==> config.mk <==
export PLATFORM = sky130hd
export DESIGN_NAME = mcelog_top
export DESIGN_NICKNAME = d
export VERILOG_FILES = /design/src/rtl/mcelog_pkg.sv /design/src/rtl/mcelog_bank.sv /design/src/rtl/mcelog_top.sv
export SDC_FILE = /design/constraint.sdc
export NUM_CORES = 2
export LEC_CHECK = 0
export BUFFER_PORTS_ARGS = -buffer_cell sky130_fd_sc_hd__buf_2
export CORE_ASPECT_RATIO = 0.7
export CORE_MARGIN = 8
export CORE_UTILIZATION = 43
export CTS_CLUSTER_SIZE = 14
export DETAILED_ROUTE_END_ITERATION = 16
export PLACE_DENSITY = 0.63
export SETUP_SLACK_MARGIN = 0.15
export SLEW_MARGIN = 20
export SYNTH_ARGS = -nofsm -noshare
export SYNTH_HDL_FRONTEND = slang
export SYNTH_SLANG_ARGS = --single-unit
export TNS_END_PERCENT = 10
==> constraint.sdc <==
create_clock -name ref_clk -period 5.7 [get_ports ref_clk]
set_input_delay 0.57 -clock ref_clk [delete_from_list [all_inputs] [get_ports ref_clk]]
set_output_delay 0.57 -clock ref_clk [all_outputs]
set_load 0.01 [all_outputs]
==> src/rtl/mcelog_pkg.sv <==
// package: field layout, bank map and event carriers for the memory error misc log
package mcelog_pkg;
  localparam int unsigned MCELOG_DATA_W = 64;
  localparam int unsigned MCELOG_ID_W = 5;
  localparam int unsigned MCELOG_MASK_W = 16;
  localparam int unsigned MCELOG_RANK_W = 5;
  localparam int unsigned MCELOG_ADDR_W = 9;
  // field positions within the misc log word
  localparam int unsigned MCELOG_ADDR_LSB = 0;
  localparam int unsigned MCELOG_ID_LSB = 9;
  localparam int unsigned MCELOG_MASK1_LSB = 14;
  localparam int unsigned MCELOG_MASK2_LSB = 30;
  localparam int unsigned MCELOG_RANK1_LSB = 46;
  localparam int unsigned MCELOG_RANK2_LSB = 51;
  localparam int unsigned MCELOG_RSVD_LSB = 56;
  localparam int unsigned MCELOG_RSVD_W = 6;
  localparam int unsigned MCELOG_VALID1_BIT = 62;
  localparam int unsigned MCELOG_VALID2_BIT = 63;
  // extended logging control bit position
  localparam int unsigned MCELOG_EXT_CTRL_BIT = 1;
  localparam int unsigned MCELOG_CTRL_W = 2;
  // bank numbering
  localparam int unsigned MCELOG_BANK_W = 5;
  localparam logic [4:0] MCELOG_HA_BANK_C0 = 5'h07;
  localparam logic [4:0] MCELOG_HA_BANK_C1 = 5'h08;
  localparam logic [4:0] MCELOG_IMC_BANK_C0_LO = 5'h09;
  localparam logic [4:0] MCELOG_IMC_BANK_C1_LO = 5'h0D;
  localparam int unsigned MCELOG_CH_PER_CTRL = 4;
  localparam int unsigned MCELOG_NUM_IMC_BANKS = 8;
  localparam int unsigned MCELOG_NUM_BANKS = 10;
  // error kinds reported by the controller
  typedef enum logic [1:0] {
    MCELOG_KIND_WR_DATA_PAR = 2'b00,
    MCELOG_KIND_WR_BE_PAR = 2'b01,
    MCELOG_KIND_CORR_READ = 2'b10,
    MCELOG_KIND_OTHER = 2'b11
  } mcelog_kind_e;
  // one error event from a controller
  typedef struct packed {
    logic valid;
    logic ctrl;
    logic [1:0] channel;
    logic home_agent;
    mcelog_kind_e kind;
    logic [8:0] addr_info;
    logic [4:0] write_data_buffer;
    logic [4:0] device_id;
    logic [15:0] device_bit_mask;
    logic [4:0] failing_rank;
  } mcelog_evt_s;
  // software write or clear of one bank
  typedef struct packed {
    logic wr;
    logic clr;
    logic [4:0] bank;
    logic [63:0] data;
  } mcelog_sw_s;
endpackage

==> src/rtl/mcelog_bank.sv <==
// one misc log bank: captures event fields and holds them until software or a later event changes them
`timescale 1ns/1ps
module mcelog_bank
  import mcelog_pkg::*;
(
  input wire logic ref_clk,
  input wire logic rstn,
  input wire logic clk_en,
  input wire logic ext_log_en,
  input wire logic hit,
  input wire mcelog_evt_s evt,
  input wire logic sw_wr,
  input wire logic sw_clr,
  input wire logic [MCELOG_DATA_W-1:0] sw_data,
  output logic [MCELOG_DATA_W-1:0] log_q
);
  logic [MCELOG_DATA_W-1:0] log_d;
  logic first_seen;
  logic is_wr_par;
  logic is_corr;

  // decode event class
  assign is_wr_par = (evt.kind == MCELOG_KIND_WR_DATA_PAR) || (evt.kind == MCELOG_KIND_WR_BE_PAR);
  assign is_corr = (evt.kind == MCELOG_KIND_CORR_READ);
  assign first_seen = log_q[MCELOG_VALID1_BIT];

  // next value: event capture wins over a same-cycle software write
  always_comb begin
    log_d = log_q;
    if (sw_clr) begin
      log_d = '0;
    end else if (sw_wr) begin
      log_d = sw_data;
    end
    if (hit) begin
      log_d[MCELOG_ADDR_LSB +: MCELOG_ADDR_W] = evt.addr_info;
      if (is_wr_par) begin
        log_d[MCELOG_ID_LSB +: MCELOG_ID_W] = evt.write_data_buffer;
      end else if (is_corr && ext_log_en) begin
        if (!log_d[MCELOG_VALID1_BIT]) begin
          log_d[MCELOG_MASK1_LSB +: MCELOG_MASK_W] = evt.device_bit_mask;
          log_d[MCELOG_RANK1_LSB +: MCELOG_RANK_W] = evt.failing_rank;
          log_d[MCELOG_VALID1_BIT] = 1'b1;
        end else begin
          log_d[MCELOG_ID_LSB +: MCELOG_ID_W] = evt.device_id;
          log_d[MCELOG_MASK2_LSB +: MCELOG_MASK_W] = evt.device_bit_mask;
          log_d[MCELOG_RANK2_LSB +: MCELOG_RANK_W] = evt.failing_rank;
          log_d[MCELOG_VALID2_BIT] = 1'b1;
        end
      end
    end
    log_d[MCELOG_RSVD_LSB +: MCELOG_RSVD_W] = '0;
  end

  // register holds until software or a new event changes it
  always_ff @(posedge ref_clk) begin
    if (!rstn) begin
      log_q <= '0;
    end else if (clk_en) begin
      log_q <= log_d;
    end
  end

  // first_seen only documents the ordering dependency for readers
  logic unused_ok;
  assign unused_ok = first_seen;
endmodule

==> src/rtl/mcelog_top.sv <==
// memory controller extended misc log: bank map, capture control and read port
`timescale 1ns/1ps
module mcelog_top
  import mcelog_pkg::*;
#(
  parameter int unsigned NUM_IMC_BANKS = MCELOG_NUM_IMC_BANKS
)
(
  input wire logic ref_clk,
  input wire logic rstn,
  input wire logic clk_en,
  input wire logic [MCELOG_CTRL_W-1:0] extended_logging_control,
  input wire mcelog_evt_s evt,
  input wire mcelog_sw_s sw,
  input wire logic [MCELOG_BANK_W-1:0] rd_bank,
  output logic [MCELOG_DATA_W-1:0] memory_error_misc_log,
  output logic [MCELOG_BANK_W-1:0] last_bank_q,
  output logic rd_hit_q
);
  localparam int unsigned NB = NUM_IMC_BANKS + 2;

  // elaboration check: the bank map is fixed at eight controller banks
  if (NUM_IMC_BANKS != MCELOG_NUM_IMC_BANKS) begin : g_bad_bank_count
    $error("mcelog_top: bank count must match the fixed bank map");
  end

  logic ext_log_q;
  logic [NB-1:0] hit;
  logic [NB-1:0] swsel;
  logic [MCELOG_DATA_W-1:0] bank_log [NB];
  logic [MCELOG_BANK_W-1:0] dest_bank;
  logic [MCELOG_BANK_W-1:0] bank_num [NB];
  logic [MCELOG_DATA_W-1:0] rd_d;
  logic rd_hit_d;

  // control bit registered on the core clock
  always_ff @(posedge ref_clk) begin
    if (!rstn) begin
      ext_log_q <= 1'b0;
    end else if (clk_en) begin
      ext_log_q <= extended_logging_control[MCELOG_EXT_CTRL_BIT];
    end
  end

  // route event to its bank number
  always_comb begin
    if (evt.home_agent) begin
      dest_bank = evt.ctrl ? MCELOG_HA_BANK_C1 : MCELOG_HA_BANK_C0;
    end else begin
      dest_bank = (evt.ctrl ? MCELOG_IMC_BANK_C1_LO : MCELOG_IMC_BANK_C0_LO)
                  + {3'h0, evt.channel};
    end
  end

  // bank numbers: index 0,1 home agent, then 9..16
  genvar g;
  generate
    for (g = 0; g < NB; g++) begin : g_bank
      if (g < 2) begin : g_ha
        assign bank_num[g] = (g == 0) ? MCELOG_HA_BANK_C0 : MCELOG_HA_BANK_C1;
      end else begin : g_imc
        assign bank_num[g] = MCELOG_IMC_BANK_C0_LO + MCELOG_BANK_W'(g - 2);
      end
      assign hit[g] = evt.valid && (dest_bank == bank_num[g]);
      assign swsel[g] = (sw.bank == bank_num[g]);
      mcelog_bank u_bank (
        .ref_clk(ref_clk),
        .rstn(rstn),
        .clk_en(clk_en),
        .ext_log_en(ext_log_q),
        .hit(hit[g]),
        .evt(evt),
        .sw_wr(sw.wr && swsel[g]),
        .sw_clr(sw.clr && swsel[g]),
        .sw_data(sw.data),
        .log_q(bank_log[g])
      );
    end
  endgenerate

  // read mux, unmapped bank reads zero
  always_comb begin
    rd_d = '0;
    rd_hit_d = 1'b0;
    for (int i = 0; i < NB; i++) begin
      if (rd_bank == bank_num[i]) begin
        rd_d = bank_log[i];
        rd_hit_d = 1'b1;
      end
    end
  end

  // registered read data and last logged bank
  always_ff @(posedge ref_clk) begin
    if (!rstn) begin
      memory_error_misc_log <= '0;
      rd_hit_q <= 1'b0;
      last_bank_q <= '0;
    end else if (clk_en) begin
      memory_error_misc_log <= rd_d;
      rd_hit_q <= rd_hit_d;
      if (evt.valid) begin
        last_bank_q <= dest_bank;
      end
    end
  end
endmodule

==> run_results.csv <==
group,metric,value,unit
timing,report.final.slew_viol_count,0,
place,dp_cells,5847,
place,port_buffers,184,
timing,finalCriticalPeriod,3590,ps
finish,final_cells,5979,
clocking,ctsHoldBuffers,0,
power_and_ir_drop,clockPowerShare,0.442,
worst_setup_path,worstReg2RegEnd,"g_bank[8].u_bank.log_q[45]$_SDFFE_PN0P_",
global_routing,grtUsageTotal,0.350,
run_status,run_status,"finished, final reports clean",
routing,postRouteAntennaNets,0,
logic_synthesis,synthArstFlopShare,0,
worst_setup_path,r2r_slack,2610,ps
die,fp.dieH,266,um
clocking,post_cts.repair.setup_buffers,0,
timing,grt_setup_unrepaired,"no",
logic_synthesis,synth_area,38400,um^2
min_path,hold_start,"extended_logging_control[1]",
routing,drtIter0Drc,7196,
finish,fin_area,42100,um^2
worst_setup_path,worstPathCellList,"buf_2 > nor4b_1 > and4bb_2 > a22o_1 > nand3_1 > nand2_1 > buf_4 > o221ai_1",
global_routing,grt_pass1_vias,38700,
finish,drive_gt1_frac,0.106,
logic_synthesis,synth.area.top_cells,"dfxtp_1 (34%), mux2i_1 (8.5%), a221o_1 (6.9%)",
place,gp_congestion,0.990,
logic_synthesis,syn_area_per_cell,7.67,um^2
logic_synthesis,yosysWarnings,0,
worst_setup_path,cp_max_fo,21,
timing,setup_ws,2110,ps
logic_synthesis,yosysSeqAreaShare,0.336,
global_routing,grt_max_degree,133,
min_path,whs_path_depth,3,
die,core_region_area,88400,um^2
power_and_ir_drop,p_sw_frac,0.295,
power_and_ir_drop,p_switching,3.19,mW
min_path,hold_path.class,"in -> reg",
power_and_ir_drop,ir_drop,0.185,mV
die,io_pins,198,
finish,area_growth,9.42,%
routing,dr.pass1.iters,7,
power_and_ir_drop,p_int,7.63,mW
timing,fmax,279,MHz
worst_setup_path,arrival,4100,ps
routing,via_per_inst,7.12,
global_routing,grt_overflow,0,
routing,vias,42500,
flow_run,drv_cap,0,
worst_setup_path,rr_worst_depth,7,
finish,num-fill-cells,8602,
power_and_ir_drop,p_per_area,257,nW/um^2
worst_setup_path,max_stage_delay,800,ps
logic_synthesis,ys_ff_latch,645,
finish,num-nets-final,4888,
clocking,post_cts_resized,0,
timing,slew_headroom,0.145,
global_routing,antenna_found_initial,25,
timing,tightest_slew,1280,ps
clocking,clk_pin_slew,60,ps
worst_setup_path,timing.rr.start,"ext_log_q$_SDFFE_PN0P_",
power_and_ir_drop,seq_power_share,0.431,
power_and_ir_drop,p_leak,15.3,nW
worst_setup_path,critPathSlowestCell,"nor4b_1",
routing,drc,0,
die,core.rowCount,91,
logic_synthesis,yosys.area.top_type_share,0.336,
global_routing,grt_pass1_wl,268000,um
logic_synthesis,synth_top_cell_by_area,"dfxtp_1",
min_path,min_to,"ext_log_q$_SDFFE_PN0P_",
timing,setup_viol,0,
clocking,cts.path.max_buffers,3,
power_and_ir_drop,p_comb_frac,0.127,
clocking,cts_tree,"yes",
die,start_util,0.435,
routing,finalWirelength,185000,um
finish,final_util,0.476,
timing,tns,0,ps
place,place_area,39700,um^2
clocking,cts.sinks,645,
clocking,clk_latency,670,ps
timing,skew,22.7,ps
clocking,cts_buffers,69,
place,pre_cts_ws,1650,ps
clocking,ctsRootBufferMaster,"clkbuf_16",
power_and_ir_drop,finalPower,10.8,mW
timing,final-hold-violation-count,0,
worst_setup_path,critPathCaptureType,"flop",
worst_setup_path,worst_setup_path_start_kind,"input pin",
routing,wl_per_cell,31.0,um
die,die_width,373,um
logic_synthesis,yosysUniqueCellTypes,80,
logic_synthesis,synthCells,5012,
die,die_area,99400,um^2
worst_setup_path,criticalPathCategory,"in -> reg",
place,dpl.hpwl,113000,um
clocking,htreeDepth,3,
timing,period_share,0.630,
timing,holdWs,171,ps
logic_synthesis,ys.flop_type,"dfxtp_1",
logic_synthesis,synth_edf_count,0,
worst_setup_path,crit_required,6210,ps
## placed cells by master, fill, tap and decap left out, drive strengths merged, types with 8 or more instances in the layout
master / count
a21oi: 447
inv: 19
o31ai: 37
o211ai: 8
nand3: 101
o2bb2ai: 23
o221ai: 46
clkbuf: 104
o311a: 25
o21ai: 370
o22ai: 94
nor4: 9
nand2: 503
nor3: 341
a221oi: 108
nor2b: 97
a22oi: 121
and3: 34
a211oi: 143
clkinv: 8
a221o: 266
o21a: 31
nor2: 411
a31oi: 23
mux2: 15
and2: 17
buf: 303
dfxtp: 645
diode: 12
nand2b: 25
mux2i: 326
## cells in the mapped netlist (all sizes together), types with 31 or more instances
| library cell | n |
|---|---|
| a21oi | 447 |
| o221ai | 46 |
| a22oi | 121 |
| dfxtp | 645 |
| nor2 | 411 |
| buf | 130 |
| nand2 | 503 |
| nand3 | 101 |
| o21ai | 370 |
| nor2b | 97 |
| clkbuf | 504 |
| a211oi | 143 |
| mux2i | 326 |
| a221oi | 108 |
| o22ai | 94 |
| o21a | 31 |
| o31ai | 37 |
| nor3 | 341 |
| a221o | 266 |
| and3 | 34 |
## sequential cells by signal, indices dropped and copies added (netlist names)
signal / flops
g_bank.u_bank.log_q: 580
memory_error_misc_log: 58
last_bank_q: 5
ext_log_q: 1
rd_hit_q: 1
## cell families after synthesis
logic type | after synthesis | synth area share
other | 1 | 0.0000976
flip-flops | 645 | 0.336
AO/OA/AOI/OAI | 1797 | 0.322
buffers and inverters | 651 | 0.0668
AND/OR/NAND/NOR | 1575 | 0.185
multiplexers | 341 | 0.0893
adder cells (fa/ha/maj) | 2 | 0.000651
## per-layer routing
metal	routed length, um	part of all wire	up-vias	GRT usage
met5	161	0.00087	-	0.00967
met4	8620	0.047	6	0.143
met3	30200	0.16	630	0.139
met2	71900	0.39	3544	0.476
met1	74400	0.40	20200	0.485
li1	-	-	18200	-
## how the worst max path moves through the flow
stage	endpoint	start	slack [ps]	depth (start not counted)
after floorplan	g_bank[2].u_bank.log_q[42]$_SDFFE_PN0P_	evt[43]	2810	9
after global placement	g_bank[9].u_bank.log_q[41]$_SDFFE_PN0P_	sw[64]	1680	8
after detailed placement	g_bank[9].u_bank.log_q[35]$_SDFFE_PN0P_	sw[64]	1650	8
after CTS	g_bank[9].u_bank.log_q[53]$_SDFFE_PN0P_	sw[64]	2330	8
after global routing	g_bank[9].u_bank.log_q[45]$_SDFFE_PN0P_	sw[65]	2110	8
final	g_bank[9].u_bank.log_q[35]$_SDFFE_PN0P_	sw[65]	2110	8
## worst max-delay path, delay by kind of cell
kind	cells	cell delay (ps)
simple gates	4	2170
buf+inv	2	590
compound gates	2	760
## final cells by class
type	instances	area, um^2	area share
Multi-Input combinational cell	3721	23300	0.555
Inverter	17	78.8	0.00187
Sequential cell	645	12900	0.307
Timing Repair Buffer	304	2000	0.0476
Clock inverter	15	208	0.00494
Antenna cell	12	30.0	0.000714
Clock buffer	103	2050	0.0487
Tap cell	1162	1450	0.0346
## power by group through the flow
| stage | registers, mW | clock network (mW) | logic [mW] |
|---|---|---|---|
| 5_1_grt | 4.67 | 4.94 | 1.41 |
| 3_3_place_gp | 4.76 | 0 | 1.28 |
| 4_1_cts | 4.66 | 4.77 | 1.29 |
| 2_1_floorplan | 4.74 | 0 | 0.773 |
| 6_report | 4.66 | 4.78 | 1.37 |
| 3_5_place_dp | 4.76 | 0 | 1.29 |
No activity file was read; power rests on OpenSTA's default activity.
